### config.mk
export PLATFORM = sky130hd
export DESIGN_NAME = pmicps_top
export DESIGN_NICKNAME = d
export VERILOG_FILES = /design/src/include/pmicps_pkg.sv /design/src/rtl/pmicps_sync.sv /design/src/rtl/pmicps_timer.sv /design/src/rtl/pmicps_top.sv
export SDC_FILE = /design/constraint.sdc
export NUM_CORES = 1
export LEC_CHECK = 0
export ABC_CLOCK_PERIOD_IN_PS = 2620
export BUFFER_PORTS_ARGS = -buffer_cell sky130_fd_sc_hd__buf_2
export CAP_MARGIN = 20
export CORE_MARGIN = 2
export CORE_UTILIZATION = 60
export CTS_BUF_LIST = sky130_fd_sc_hd__clkbuf_16
export CTS_CLUSTER_SIZE = 8
export DETAILED_ROUTE_END_ITERATION = 8
export PLACE_DENSITY = 0.8
export SLEW_MARGIN = 20
export SYNTH_ARGS = -nofsm -noshare
export SYNTH_HDL_FRONTEND = slang
export SYNTH_SLANG_ARGS = --single-unit
### constraint.sdc
create_clock -name clock -period 2.62 [get_ports clock]
set_input_delay 0.262 -clock clock [delete_from_list [all_inputs] [get_ports clock]]
set_output_delay 0.262 -clock clock [all_outputs]
set_load 0.005 [all_outputs]
### src/include/pmicps_pkg.sv
// package of constants, types and helpers for the power state machine
package pmicps_pkg;

  // ==========================================================================
  // timing
  localparam int CLK_HZ = 25000000;
  localparam int CLK_MHZ = CLK_HZ / 1000000;
  localparam int WDR_DELAY_NS = 30000;
  // least time, rounded up to whole cycles
  localparam int WDR_DELAY_CYC = (WDR_DELAY_NS * CLK_MHZ + 999) / 1000;
  localparam int SHDN_TIME_US = 500;
  localparam int SHDN_CYC_DFLT = SHDN_TIME_US * CLK_MHZ;
  localparam int STEST_GAP_US = 2000;
  localparam int STEST_GAP_CYC_DFLT = STEST_GAP_US * CLK_MHZ;
  localparam logic [1:0] STEST_MAX_FAILS = 2'h3;

  // ==========================================================================
  // register map (byte addresses)
  localparam logic [7:0] REG_CTRL = 8'h00;
  localparam logic [7:0] REG_LIMITS = 8'h04;
  localparam logic [7:0] REG_KEYHOLD = 8'h08;
  localparam logic [7:0] REG_OVDBNC = 8'h0C;
  localparam logic [7:0] REG_STATUS = 8'h10;
  // control fields
  localparam int CTRL_POLINV = 0;
  localparam int CTRL_QWAKE = 1;
  localparam int CTRL_EDGE = 2;
  localparam int CTRL_OVSDWN = 3;
  localparam int CTRL_SHDN = 4;
  localparam int CTRL_FSBYP = 5;
  localparam int CTRL_OVDIS = 6;
  // limit fields
  localparam int LIM_WDOG = 0;
  localparam int LIM_FAULT = 4;
  localparam int LIM_FS = 8;
  // status fields
  localparam int STAT_STATE = 0;
  localparam int STAT_WDCNT = 4;
  localparam int STAT_FSCNT = 8;
  localparam int STAT_STFAIL = 12;
  localparam int STAT_STERR = 14;
  localparam int STAT_HOSTRST = 16;
  // reset values and bus response codes
  localparam logic [31:0] CTRL_RST = 32'h0000_0000;
  localparam logic [31:0] LIMITS_RST = 32'h0000_0333;
  localparam logic [31:0] KEYHOLD_RST = 32'h0000_0FA0;
  localparam logic [31:0] OVDBNC_RST = 32'h0000_00FA;
  localparam logic [1:0] RESP_OKAY = 2'h0;
  localparam logic [1:0] RESP_SLVERR = 2'h2;

  // ==========================================================================
  // types
  typedef enum logic [3:0] {
    ST_DEEP_OFF = 4'h0,
    ST_SELFTEST = 4'h1,
    ST_READY_OFF = 4'h2,
    ST_POWER_UP = 4'h3,
    ST_RUN = 4'h4,
    ST_STANDBY = 4'h5,
    ST_WD_RESET = 4'h6,
    ST_PD_REQ = 4'h7,
    ST_PD_FAULT = 4'h8,
    ST_FS_TRANS = 4'h9,
    ST_FS_LOCK = 4'hA
  } pmicps_state_t;

  // asynchronous pins and analog comparators
  typedef struct packed {
    logic powerKeyIn;
    logic lowPowerIn;
    logic trialConfigPin;
    logic vinAboveUv;
    logic vinAboveOv;
    logic tjOverTsd;
  } pmicps_pins_t;

  // answers from the regulator sequencer
  typedef struct packed {
    logic upResetRelease;
    logic upFail;
    logic downDone;
  } pmicps_seq_in_t;

  // requests to the regulator sequencer
  typedef struct packed {
    logic upRun;
    logic downRun;
    logic downFault;
  } pmicps_seq_out_t;

  // ==========================================================================
  // power-up qualification: supply in window, die cool, no load errors
  function automatic logic pmicps_qual(pmicps_pins_t p, logic ovDis, logic errs);
    return p.vinAboveUv && (!p.vinAboveOv || ovDis) && !p.tjOverTsd && !errs;
  endfunction

  // key event of the selected mode: high level, or a high-to-low edge
  function automatic logic pmicps_key(logic edgeMode, logic level, logic prev);
    return edgeMode ? (prev && !level) : level;
  endfunction

  // byte-lane merge for register writes
  function automatic logic [31:0] pmicps_merge(logic [31:0] old, logic [31:0] d,
                                               logic [3:0] strb);
    logic [31:0] m;
    m = {{8{strb[3]}}, {8{strb[2]}}, {8{strb[1]}}, {8{strb[0]}}};
    return (old & ~m) | (d & m);
  endfunction

endpackage

### src/rtl/pmicps_sync.sv
// three-flop input synchroniser with agreement filter
`timescale 1ns/100ps
module pmicps_sync
(
  input wire logic clock,
  input wire logic srst,
  input wire logic [5:0] d,
  output logic [5:0] q
);
  import pmicps_pkg::*;

  typedef struct packed {
    logic [5:0] s1;
    logic [5:0] s2;
    logic [5:0] s3;
    logic [5:0] q;
  } pmicps_sync_st_t;

  pmicps_sync_st_t r;
  pmicps_sync_st_t next_r;

  // ==========================================================================
  // shift chain; a bit changes only once stages two and three agree
  always_comb
  begin
    next_r = r;
    next_r.s1 = d;
    next_r.s2 = r.s1;
    next_r.s3 = r.s2;
    next_r.q = (r.s2 & r.s3) | (r.q & (r.s2 ^ r.s3));
  end

  always_ff @(posedge clock)
  begin
    if (srst)
      r <= '0;
    else
      r <= next_r;
  end

  assign q = r.q;
endmodule // pmicps_sync

### src/rtl/pmicps_timer.sv
// one-shot down-counting timer with an expiry pulse
`timescale 1ns/100ps
module pmicps_timer
(
  input wire logic clock,
  input wire logic srst,
  input wire logic start,
  input wire logic [15:0] loadValue,
  output logic expired
);
  import pmicps_pkg::*;

  typedef struct packed {
    logic [15:0] cnt;
    logic busy;
    logic expired;
  } pmicps_timer_st_t;

  pmicps_timer_st_t r;
  pmicps_timer_st_t next_r;

  // ==========================================================================
  // a new start restarts the count, so a retrigger never leaves a stale pulse
  always_comb
  begin
    next_r = r;
    next_r.expired = 1'b0;
    if (start)
    begin
      next_r.cnt = loadValue;
      next_r.busy = 1'b1;
    end
    else if (r.busy)
    begin
      if (r.cnt <= 16'h0001)
      begin
        next_r.busy = 1'b0;
        next_r.expired = 1'b1;
      end
      else
        next_r.cnt = r.cnt - 16'h0001;
    end
  end

  always_ff @(posedge clock)
  begin
    if (srst)
      r <= '0;
    else
      r <= next_r;
  end

  assign expired = r.expired;
endmodule // pmicps_timer

### src/rtl/pmicps_top.sv
// top-level power state machine with its register slave
// Overview of operation
// - standby returns to run on inactive input
// - run enters standby on active input
// - hard watchdog event enters watchdog reset
// - after 30 us, below limit, back on
// - watchdog count at limit: fault power-down
// - quick-wake leaves deep off unprompted
// - level mode: key high powers up
// - edge mode: key falling powers up
// - trial pin high reaches ready off
// - self-test pass or trial pin: ready off
// - requested power-up passes through ready off
// - quick-wake: ready off waits for key
// - trial pin: key event powers up too
// - host reset release enters system on
// - level mode: key low turns off
// - edge mode: key held low turns off
// - soft shutdown bit turns off after 500us
// - persistent overvoltage gives protective power-down
// - fault timer, count or heat: fault down
// - requested power-down ends in deep off
// - power-up failure aborts to fault down
// - three self-test fails go fail-safe
// - fault power-down ends in fail-safe transition
// - fail-safe below limit or bypassed: deep off
// - fail-safe count at limit locks
//
// The placing of the registers and the AXI4-Lite register port were left to the implementer.
`timescale 1ns/100ps
module pmicps_top
#(
  parameter int SHDN_CYC = pmicps_pkg::SHDN_CYC_DFLT,
  parameter int STEST_GAP_CYC = pmicps_pkg::STEST_GAP_CYC_DFLT,
  parameter bit SAFETY_VARIANT = 1'b1
)
(
  input wire logic clock,
  input wire logic srst,
  input pmicps_pkg::pmicps_pins_t pinsIn,
  input wire logic trimLoadError,
  input wire logic fuseLoadError,
  input wire logic wdogHardReset,
  input wire logic faultTimerExpired,
  input wire logic [3:0] faultEventCount,
  input wire logic selftestDone,
  input wire logic selftestPass,
  output logic selftestStart,
  input pmicps_pkg::pmicps_seq_in_t seqIn,
  output pmicps_pkg::pmicps_seq_out_t seqOut,
  output logic hostResetN,
  input wire logic [7:0] s_axi_awaddr,
  input wire logic s_axi_awvalid,
  output logic s_axi_awready,
  input wire logic [31:0] s_axi_wdata,
  input wire logic [3:0] s_axi_wstrb,
  input wire logic s_axi_wvalid,
  output logic s_axi_wready,
  output logic [1:0] s_axi_bresp,
  output logic s_axi_bvalid,
  input wire logic s_axi_bready,
  input wire logic [7:0] s_axi_araddr,
  input wire logic s_axi_arvalid,
  output logic s_axi_arready,
  output logic [31:0] s_axi_rdata,
  output logic [1:0] s_axi_rresp,
  output logic s_axi_rvalid,
  input wire logic s_axi_rready
);
  import pmicps_pkg::*;

  typedef struct packed {
    pmicps_state_t state;
    logic upReq;
    logic [3:0] wdCnt;
    logic [3:0] fsCnt;
    logic [1:0] stFails;
    logic stErr;
    logic stStart;
    logic keyPrev;
    logic holdArm;
    logic [15:0] holdCnt;
    logic [15:0] ovCnt;
    logic hostRstN;
    logic [31:0] ctrl;
    logic [31:0] limits;
    logic [31:0] keyHold;
    logic [31:0] ovDbnc;
    logic awHeld;
    logic [7:0] awAddr;
    logic wHeld;
    logic [31:0] wData;
    logic [3:0] wStrb;
    logic bValid;
    logic [1:0] bResp;
    logic rValid;
    logic [31:0] rData;
    logic [1:0] rResp;
  } pmicps_top_st_t;

  pmicps_top_st_t r;
  pmicps_top_st_t next_r;
  pmicps_pins_t pins;
  logic wdTimerDone;
  logic shdnTimerDone;
  logic gapTimerDone;
  logic wdTimerStart;
  logic shdnTimerStart;
  logic gapTimerStart;
  logic sysOn;
  logic lpActive;
  logic keyEvt;
  logic errsOff;
  logic qualOk;
  logic faultOff;
  logic reqOff;
  logic [3:0] wdLimit;
  logic [3:0] faultLimit;
  logic [3:0] fsLimit;

  // ==========================================================================
  // pins and timers
  pmicps_sync u_sync (
    .clock(clock),
    .srst(srst),
    .d(pinsIn),
    .q(pins)
  );

  pmicps_timer u_wd_timer (
    .clock(clock),
    .srst(srst),
    .start(wdTimerStart),
    .loadValue(16'(WDR_DELAY_CYC)),
    .expired(wdTimerDone)
  );

  pmicps_timer u_shdn_timer (
    .clock(clock),
    .srst(srst),
    .start(shdnTimerStart),
    .loadValue(16'(SHDN_CYC)),
    .expired(shdnTimerDone)
  );

  pmicps_timer u_gap_timer (
    .clock(clock),
    .srst(srst),
    .start(gapTimerStart),
    .loadValue(16'(STEST_GAP_CYC)),
    .expired(gapTimerDone)
  );

  // ==========================================================================
  // decoded conditions
  assign wdLimit = r.limits[LIM_WDOG +: 4];
  assign faultLimit = r.limits[LIM_FAULT +: 4];
  assign fsLimit = r.limits[LIM_FS +: 4];
  assign sysOn = (r.state == ST_RUN) || (r.state == ST_STANDBY);
  // standby input after its polarity bit
  assign lpActive = pins.lowPowerIn ^ r.ctrl[CTRL_POLINV];
  assign keyEvt = pmicps_key(r.ctrl[CTRL_EDGE], pins.powerKeyIn, r.keyPrev);
  assign errsOff = trimLoadError || fuseLoadError;
  assign qualOk = pmicps_qual(pins, r.ctrl[CTRL_OVDIS], errsOff);
  // heat, fault timer or fault count all end in the fault path
  assign faultOff = faultTimerExpired || (faultEventCount == faultLimit) || pins.tjOverTsd;
  // the soft timer is only watched while the machine is on
  assign reqOff = (!r.ctrl[CTRL_EDGE] && !pins.powerKeyIn)
    || (r.holdArm && !pins.powerKeyIn && (r.holdCnt > r.keyHold[15:0]))
    || shdnTimerDone
    || (r.ctrl[CTRL_OVSDWN] && (r.ovCnt > r.ovDbnc[15:0]));
  assign wdTimerStart = (next_r.state == ST_WD_RESET) && (r.state != ST_WD_RESET);
  assign shdnTimerStart = next_r.ctrl[CTRL_SHDN] && !r.ctrl[CTRL_SHDN];
  assign gapTimerStart = (r.state == ST_SELFTEST) && selftestDone && !selftestPass
    && (next_r.state == ST_SELFTEST);

  // ==========================================================================
  // next state: machine, counters and register slave
  always_comb
  begin
    next_r = r;
    next_r.keyPrev = pins.powerKeyIn;
    next_r.stStart = 1'b0;
    // power-key hold timer for edge-mode turn-off
    if (sysOn && r.ctrl[CTRL_EDGE] && r.keyPrev && !pins.powerKeyIn)
    begin
      next_r.holdArm = 1'b1;
      next_r.holdCnt = '0;
    end
    else if (!sysOn || pins.powerKeyIn)
      next_r.holdArm = 1'b0;
    else if (r.holdArm && r.holdCnt != 16'hFFFF)
      next_r.holdCnt = r.holdCnt + 16'h0001;
    // overvoltage persistence, saturating
    if (sysOn && pins.vinAboveOv)
    begin
      if (r.ovCnt != 16'hFFFF)
        next_r.ovCnt = r.ovCnt + 16'h0001;
    end
    else
      next_r.ovCnt = '0;
    case (r.state)
      ST_DEEP_OFF:
      begin
        next_r.upReq = 1'b0;
        if (pins.trialConfigPin || r.ctrl[CTRL_QWAKE])
          next_r.state = SAFETY_VARIANT ? ST_SELFTEST : ST_READY_OFF;
        else if (keyEvt && qualOk)
        begin
          next_r.upReq = 1'b1;
          next_r.state = SAFETY_VARIANT ? ST_SELFTEST : ST_READY_OFF;
        end
        if (SAFETY_VARIANT && next_r.state == ST_SELFTEST)
        begin
          next_r.stStart = 1'b1;
          next_r.stFails = '0;
        end
      end
      ST_SELFTEST:
      begin
        if (pins.trialConfigPin)
          next_r.state = ST_READY_OFF;
        else if (selftestDone && selftestPass)
        begin
          next_r.stErr = 1'b0;
          next_r.state = ST_READY_OFF;
        end
        else if (selftestDone)
        begin
          next_r.stErr = 1'b1;
          next_r.stFails = r.stFails + 2'h1;
          if (next_r.stFails == STEST_MAX_FAILS)
            next_r.state = ST_FS_TRANS;
        end
        else if (gapTimerDone)
          next_r.stStart = 1'b1;
      end
      ST_READY_OFF:
      begin
        if (r.upReq && !r.ctrl[CTRL_QWAKE] && !pins.trialConfigPin)
        begin
          // with an error the request is dropped, the machine stays in ready off one more cycle and then falls back to deep off
          next_r.upReq = 1'b0;
          if (!errsOff && !r.stErr)
            next_r.state = ST_POWER_UP;
        end
        else if ((r.ctrl[CTRL_QWAKE] || pins.trialConfigPin) && keyEvt && qualOk && !r.stErr)
          next_r.state = ST_POWER_UP;
        else if (!r.ctrl[CTRL_QWAKE] && !pins.trialConfigPin)
          next_r.state = ST_DEEP_OFF;
      end
      ST_POWER_UP:
      begin
        if (seqIn.upFail)
          next_r.state = ST_PD_FAULT;
        else if (seqIn.upResetRelease)
          next_r.state = ST_RUN;
      end
      ST_RUN, ST_STANDBY:
      begin
        if (faultOff)
          next_r.state = ST_PD_FAULT;
        else if (wdogHardReset)
        begin
          next_r.state = ST_WD_RESET;
          next_r.wdCnt = r.wdCnt + 4'h1;
        end
        else if (reqOff)
          next_r.state = ST_PD_REQ;
        else if (r.state == ST_RUN && lpActive)
          next_r.state = ST_STANDBY;
        else if (r.state == ST_STANDBY && !lpActive)
          next_r.state = ST_RUN;
      end
      ST_WD_RESET:
      begin
        if (r.wdCnt == wdLimit)
          next_r.state = ST_PD_FAULT;
        else if (wdTimerDone && r.wdCnt < wdLimit)
          next_r.state = ST_RUN;
      end
      ST_PD_REQ:
      begin
        if (seqIn.downDone)
          next_r.state = ST_DEEP_OFF;
      end
      ST_PD_FAULT:
      begin
        if (seqIn.downDone)
        begin
          next_r.state = SAFETY_VARIANT ? ST_FS_TRANS : ST_DEEP_OFF;
          next_r.fsCnt = SAFETY_VARIANT ? r.fsCnt + 4'h1 : r.fsCnt;
        end
      end
      ST_FS_TRANS:
      begin
        if (r.fsCnt < fsLimit || r.ctrl[CTRL_FSBYP])
          next_r.state = ST_DEEP_OFF;
        else
          next_r.state = ST_FS_LOCK;
      end
      ST_FS_LOCK:
        next_r.state = ST_FS_LOCK;
      default:
        next_r.state = ST_DEEP_OFF;
    endcase
    // the watchdog count starts over on a requested power-down into deep off
    if (next_r.state == ST_DEEP_OFF && r.state == ST_PD_REQ)
      next_r.wdCnt = '0;
    next_r.hostRstN = (next_r.state == ST_RUN) || (next_r.state == ST_STANDBY);
    // soft shutdown bit is spent once the machine heads into requested power-down
    if (next_r.state == ST_PD_REQ)
      next_r.ctrl[CTRL_SHDN] = 1'b0;
    // write channels, taken in either order
    if (s_axi_awvalid && s_axi_awready)
    begin
      next_r.awHeld = 1'b1;
      next_r.awAddr = s_axi_awaddr;
    end
    if (s_axi_wvalid && s_axi_wready)
    begin
      next_r.wHeld = 1'b1;
      next_r.wData = s_axi_wdata;
      next_r.wStrb = s_axi_wstrb;
    end
    if (r.awHeld && r.wHeld)
    begin
      next_r.awHeld = 1'b0;
      next_r.wHeld = 1'b0;
      next_r.bValid = 1'b1;
      next_r.bResp = RESP_OKAY;
      case ({r.awAddr[7:2], 2'b00})
        REG_CTRL: next_r.ctrl = pmicps_merge(next_r.ctrl, r.wData, r.wStrb);
        REG_LIMITS: next_r.limits = pmicps_merge(r.limits, r.wData, r.wStrb);
        REG_KEYHOLD: next_r.keyHold = pmicps_merge(r.keyHold, r.wData, r.wStrb);
        REG_OVDBNC: next_r.ovDbnc = pmicps_merge(r.ovDbnc, r.wData, r.wStrb);
        REG_STATUS: next_r.bResp = RESP_OKAY;
        default: next_r.bResp = RESP_SLVERR;
      endcase
    end
    else if (r.bValid && s_axi_bready)
      next_r.bValid = 1'b0;
    // read channel, one cycle to data
    if (s_axi_arvalid && s_axi_arready)
    begin
      next_r.rValid = 1'b1;
      next_r.rResp = RESP_OKAY;
      next_r.rData = '0;
      case ({s_axi_araddr[7:2], 2'b00})
        REG_CTRL: next_r.rData = r.ctrl;
        REG_LIMITS: next_r.rData = r.limits;
        REG_KEYHOLD: next_r.rData = r.keyHold;
        REG_OVDBNC: next_r.rData = r.ovDbnc;
        REG_STATUS:
        begin
          next_r.rData[STAT_STATE +: 4] = r.state;
          next_r.rData[STAT_WDCNT +: 4] = r.wdCnt;
          next_r.rData[STAT_FSCNT +: 4] = r.fsCnt;
          next_r.rData[STAT_STFAIL +: 2] = r.stFails;
          next_r.rData[STAT_STERR] = r.stErr;
          next_r.rData[STAT_HOSTRST] = r.hostRstN;
        end
        default: next_r.rResp = RESP_SLVERR;
      endcase
    end
    else if (r.rValid && s_axi_rready)
      next_r.rValid = 1'b0;
  end

  // ==========================================================================
  // state register
  always_ff @(posedge clock)
  begin
    if (srst)
    begin
      r <= '0;
      r.state <= ST_DEEP_OFF;
      r.ctrl <= CTRL_RST;
      r.limits <= LIMITS_RST;
      r.keyHold <= KEYHOLD_RST;
      r.ovDbnc <= OVDBNC_RST;
    end
    else
      r <= next_r;
  end

  // ==========================================================================
  // outputs
  assign s_axi_awready = !r.awHeld && !r.bValid;
  assign s_axi_wready = !r.wHeld && !r.bValid;
  assign s_axi_bvalid = r.bValid;
  assign s_axi_bresp = r.bResp;
  assign s_axi_arready = !r.rValid;
  assign s_axi_rvalid = r.rValid;
  assign s_axi_rdata = r.rData;
  assign s_axi_rresp = r.rResp;
  assign hostResetN = r.hostRstN;
  assign selftestStart = r.stStart;
  assign seqOut.upRun = (r.state == ST_POWER_UP);
  assign seqOut.downRun = (r.state == ST_PD_REQ) || (r.state == ST_PD_FAULT);
  assign seqOut.downFault = (r.state == ST_PD_FAULT);

  // ==========================================================================
  // checks
  logic [15:0] wdDwell;
  always_ff @(posedge clock)
  begin
    if (srst || r.state != ST_WD_RESET)
      wdDwell <= '0;
    else
      wdDwell <= wdDwell + 16'h0001;
  end
endmodule // pmicps_top

# After elaboration in Yosys (flattened, before gate mapping)
# Cells that the tools add are included.
dict set report word_totals {
  in_bits 78
  memories 0
  regBits 342
  wordCells 303
  mem_bits_ro 0
  latchBits 0
  ram_bits 0
}
dict set report classes {
  mux 72
  n_lt_le_gt_ge 7
  eq_ne 38
  mul 0
  n_shift 0
  addsub 8
  reduce_logical 110
  n_div 0
  bitwise 25
}
# cell count
set op_table {}
lappend op_table {{32-bit bitwise AND} 5}
lappend op_table {{32-bit OR} 4}
lappend op_table {{102-bit two-way mux} 1}
lappend op_table {{32-bit two-way mux} 3}
lappend op_table {{4-bit two-way mux} 23}
lappend op_table {{15-bit case mux with 5 select lines} 1}
lappend op_table {{16-bit two-way mux} 4}
lappend op_table {{15-bit case mux with 4 select lines} 1}
lappend op_table {{16-bit by 1-bit less-or-equal comparator with 1-bit output (second input constant)} 3}
lappend op_table {{16-bit by 1-bit subtractor with 16-bit output (second input constant)} 3}
lappend op_table {{4-bit case mux with 10 select lines} 1}
lappend op_table {{1-bit logical AND} 39}
lappend op_table {{17-bit two-way mux} 2}
lappend op_table {{16-bit by 1-bit adder with 16-bit output (second input constant)} 2}
lappend op_table {{4-bit by 3-bit == test with 1-bit output (second input constant)} 8}
lappend op_table {{16-bit > comparator} 2}
lappend op_table {{16-bit != test (second input constant)} 2}
lappend op_table {{32-bit inverter} 1}
lappend op_table {{2-bit AND reduction} 13}
lappend op_table {{6-bit by 2-bit == test with 1-bit output (second input constant)} 4}
lappend op_table {{18-bit two-way mux} 1}
lappend op_table {{2-bit nonzero test} 9}
lappend op_table {{1-bit logical NOT} 16}
lappend op_table {{2-bit OR reduction} 8}
lappend op_table {{39 further kinds} 104}

# Longest topological paths before layout
dict set report depth {
  ltp_word 19
  ltp_mapped 10
  mapped_depth_nobuf 9
}

# Cells and area by module
# A second synthesis with hierarchy kept.
dict set report hier_totals {
  hier_cells 1942
  area_unflattened_um2 16143.0
}
# mod area_per_inst_um2 n_inst cells_each
set by_module_without_submodules {}
lappend by_module_without_submodules {pmicps_top 12239.2 1 1493}
lappend by_module_without_submodules {pmicps_timer 1031.0 3 127}
lappend by_module_without_submodules {pmicps_sync 810.8 1 68}

# Worst setup path before layout
# No wires, ideal clock.
dict set report synth_timing {
  path_type {reg-to-reg}
  startpoint {register u_shdn_timer.r[2] (netlist bit)}
  endpoint {register u_shdn_timer.r[7] (netlist bit)}
  setup_time_ns 0.117
  t_arrival_ns 2.192
  stages_incl_launch_ff 10
  path_slack_ns 0.310
  cell_sequence {dfxtp_1 -> inv_1 -> ha_1 -> o21ba_2 -> and4b_1 -> a21boi_1 -> nand2_1 -> or4_1 -> xor2_1 -> nor2_1}
}
dict set report synth_between {
  elab_chain_cells 3
  word_cells_on_any_way 4
  cone_classes {add/sub (1); order compare (1); bitwise (1); reduce/logical (1)}
}
# item line_no
set synth_rtl {}
lappend synth_rtl {{from (decl)} pmicps_timer.sv:19} ;# pmicps_timer_st_t r;
lappend synth_rtl {{from (signal assigned)} pmicps_timer.sv:50} ;# r <= next_r;
lappend synth_rtl {{16-bit by 1-bit less-or-equal comparator with 1-bit output} pmicps_timer.sv:35} ;# if (r.cnt <= 16'h0001)
lappend synth_rtl {{1-bit inverter (no line)} -}
lappend synth_rtl {{2-bit AND reduction (no line)} -}
# Several ways; a longest one is shown, not always the timed one.
# A chain may end at the register's enable or synchronous reset.

==> summary.txt <==
Pwr
  – Clock power share: 47.4%
  – Register share of total power: 47.2%
  – Worst vdd ir: between 0.0006 and 0.0007 V
  – Internal power: a little under 9 mW
  – Net Sw Frac: 22.6%
  – Comb pwr share: ~5.4%
  – P_leak: 6.98 nW
  – P_sw: 2.56 mW
  – Cell Pwr Density: 634 mW/mm^2

Worst setup path
  – WP data arrival: 2990 ps
  – Worst-path maximum fanout: 5
  – Most used cell, CP: a311oi_1
  – WS Path Type: flip-flop to flip-flop
  – CP max stage cell: a311oi_1
  – Crit path cell chain: inv_1 -> ha_1 -> nand4_1 -> o211ai_1 -> a311oi_1 -> a32oi_2 -> nor3_2 -> o31ai_1 -> a311oi_1
  – Worst EP required: approximately 3100 ps
  – Max incr delay on CP: 450 ps
  – Setup crit start kind: flip-flop
  – Crit end category: flip-flop

Synthesis
  – Top-area cell type share of the netlist area: between 40% and 50%
  – Seq/Total Area, Yosys: 44.1%
  – Ys flop type: dfxtp_1
  – Syn Std Cell Area: 0.0154 sq mm
  – Yosys top cell by area: dfxtp_1
  – Syn Inst Count: between 1500 and 2000
  – FF+latch count, synth: 338
  – Ys async rst share: 0%
  – Most area-consuming cells after synthesis: dfxtp_1 (44%), a21oi_1 (7.2%), nand2_1 (6.9%), nand3_1 (4.7%), ha_1 (4.6%)
  – Cell variety after synth: between 70 and 80
  – Mapped Avg Cell Area: 8.38 sq um
  – EDFF count, synth: 0
  – Synth warn: 0

Global route
  – First-pass GRT wire length: ~64000 microns
  – Largest net degree at the start of global routing: 80
  – Gr ovfl total: 0
  – Initial antenna violation count: 0
  – Tot GR Track Use: 29.5%
  – Vias in the first global route: about 13000

CTS
  – Setup bufs post-CTS: 0
  – Clock Pin Slew Worst Setup and Hold Paths: 50 ps
  – CTS tree: yes
  – CTS sink count: 338
  – Clock latency on the worst-skew pair: 550 ps
  – Max Root-Sink Buffers: 3
  – Root buf cell: clkbuf_16
  – CTS buffer count: 48
  – Htree depth: 2

STA
  – Worst clock skew: 20.2 ps
  – Final slew viol count: 0
  – Worst slew margin: between 50 and 60%
  – Worst slew pin tran: 707 ps
  – Period utilization: 96.9%
  – Worst Hold Slack: 14.4 ps
  – Final Hold Viols: 0
  – Maximum clock frequency: between 300 and 400 MHz
  – Setup ws final: 80.6 ps
  – Tmin final: 2540 ps
  – Setup violators final: 0

Floorplanning
  – Num rows: 58
  – Die height: 164 microns
  – Width of the die: 164 microns
  – Core outline area: ~0.025 sq mm
  – I/O pin count: about 120
  – Die ar.: between 0.02 and 0.03 sq mm
  – Initial Utilization: about three fifths

Worst hold path
  – Hold path start: s_axi_wdata[8]
  – Min-Delay Path Class: primary input to flip-flop

Place
  – DP Worst Slack: about 160 ps
  – DP Area: 0.0161 sq mm
  – Port Buffer Count: between 100 and 150
  – Dpl hpwl: about 27000 microns
  – Last weighted congestion value of the routability-driven placer: 0.956

Route
  – Drt first pass iters: 6
  – Average wire per standard cell: ~18 microns
  – DR iter-0 viols: 1175
  – DR DRC count: 0
  – DRT Wirelength: 40300 microns
  – Via density per instance: ~6.0
  – Vias: approximately 14000
  – Antenna Nets Post-Route: 0

Run status
  – Status: finished, final reports clean

Layout
  – Final Cell Area: 0.0178 sq mm
  – Antenna cells: 0
  – Layout cells sized above 1: 12.9%
  – Commonest non-fill, non-tap cells in the layout: dfxtp_1 (338), nand2_1 (282), a21oi_1 (221), nand3_1 (143), nor2_1 (138)
  – Most common cell after layout, fill and taps aside: dfxtp_1
  – Fin nets: 2085
  – Layout overhead on the synthesized area: 16.2%

Job
  – Max_cap viols: 0
-- cells in the mapped netlist, drive strengths merged, types with 29 or more instances --
| library cell | n |
|---|---|
| nand3 | 143 |
| a21oi | 221 |
| o21ai | 37 |
| ha | 56 |
| xnor2 | 37 |
| clkbuf | 91 |
| nand2 | 282 |
| nor2 | 139 |
| inv | 63 |
| nor2b | 29 |
| nor3 | 51 |
| xor2 | 34 |
| dfxtp | 338 |
| buf | 48 |
-- cells by family (layout without fill, tap and decap cells) --
| kind of cell | count (synthesis) | count (layout) | synth area share, % |
|---|---|---|---|
| compound gates | 342 | 342 | 13.2 |
| other cells | 1 | 2 | 0.0244 |
| buf+inv | 202 | 321 | 5.92 |
| fa+ha+maj | 56 | 56 | 4.56 |
| flops | 338 | 338 | 44.1 |
| simple gates | 780 | 780 | 24.1 |
| xor+xnor | 71 | 71 | 4.05 |
| mux | 43 | 43 | 4.11 |
-- layer usage --
| layer | vias up | GRT usage (%) | share of wire (%) |
|---|---|---|---|
| li1 | 6522 | - | - |
| met1 | 6446 | 36.8 | 41 |
| met2 | 583 | 49.1 | 47 |
| met3 | 134 | 5.76 | 7.5 |
| met4 | 0 | 14.2 | 4.3 |
| met5 | - | 0 | 0 |
-- power groups by stage --
stage,Sequential [mW],Clock (mW),Combinational (mW)
finish,5.33,5.36,0.613
global route,5.34,5.64,0.666
CTS,5.33,5.42,0.603
detailed placement,5.43,0,0.545
global placement,5.43,0,0.537
floorplan,5.38,0,0.375
-- worst paths after layout --
| kind | to | cells past startpoint | slack (ps) |
|---|---|---|---|
| hold / removal | r[50] | 3 | 10 |
| setup reg to reg | r[184] | 9 | 80 |
| hold reg to reg | u_sync.next_r[8] | 1 | 430 |
| setup / recovery | r[184] | 9 | 80 |
-- through the flow --
| stage | utilization (%) | instances | total power, mW | setup TNS (ps) |
|---|---|---|---|---|
| after floorplan | - | 1834 | 5.76 | 0 |
| after global placement | 63.9 | 2184 | 5.96 | 0 |
| after detailed placement | 63.9 | 2184 | 5.97 | 0 |
| after CTS | 70.8 | 2283 | 11.4 | 0 |
| after global routing | 70.9 | 2283 | 11.6 | -23.8 |
| final | 70.9 | 2283 | 11.3 | 0 |
-- critical path, delay by kind of cell (launching register included) --
| family | cells | cell delay [ps] |
|---|---|---|
| compound gates | 5 | 1250 |
| simple gates | 2 | 440 |
| fa+ha+maj | 1 | 330 |
| buf+inv | 1 | 70 |
| flops | 1 | 360 |
-- timing repair --
action | in CTS | in global routing
endpoints found under the setup margin | 0 | 3
hold endpoints to repair | 46 | 0
gates resized for setup | 0 | 4
hold buffers | 47 | 0
-- layout make-up --
type / count / area, sq um
Clock buffer: 49 / 1230
Fill cell: 1920 / 7340
Multi-Input combinational cell: 1294 / 7730
Sequential cell: 338 / 6770
Inverter: 63 / 236
Tap cell: 330 / 413
Clock inverter: 3 / 31.3
Timing Repair Buffer: 206 / 1440
Power figures use the tool's default switching activity.
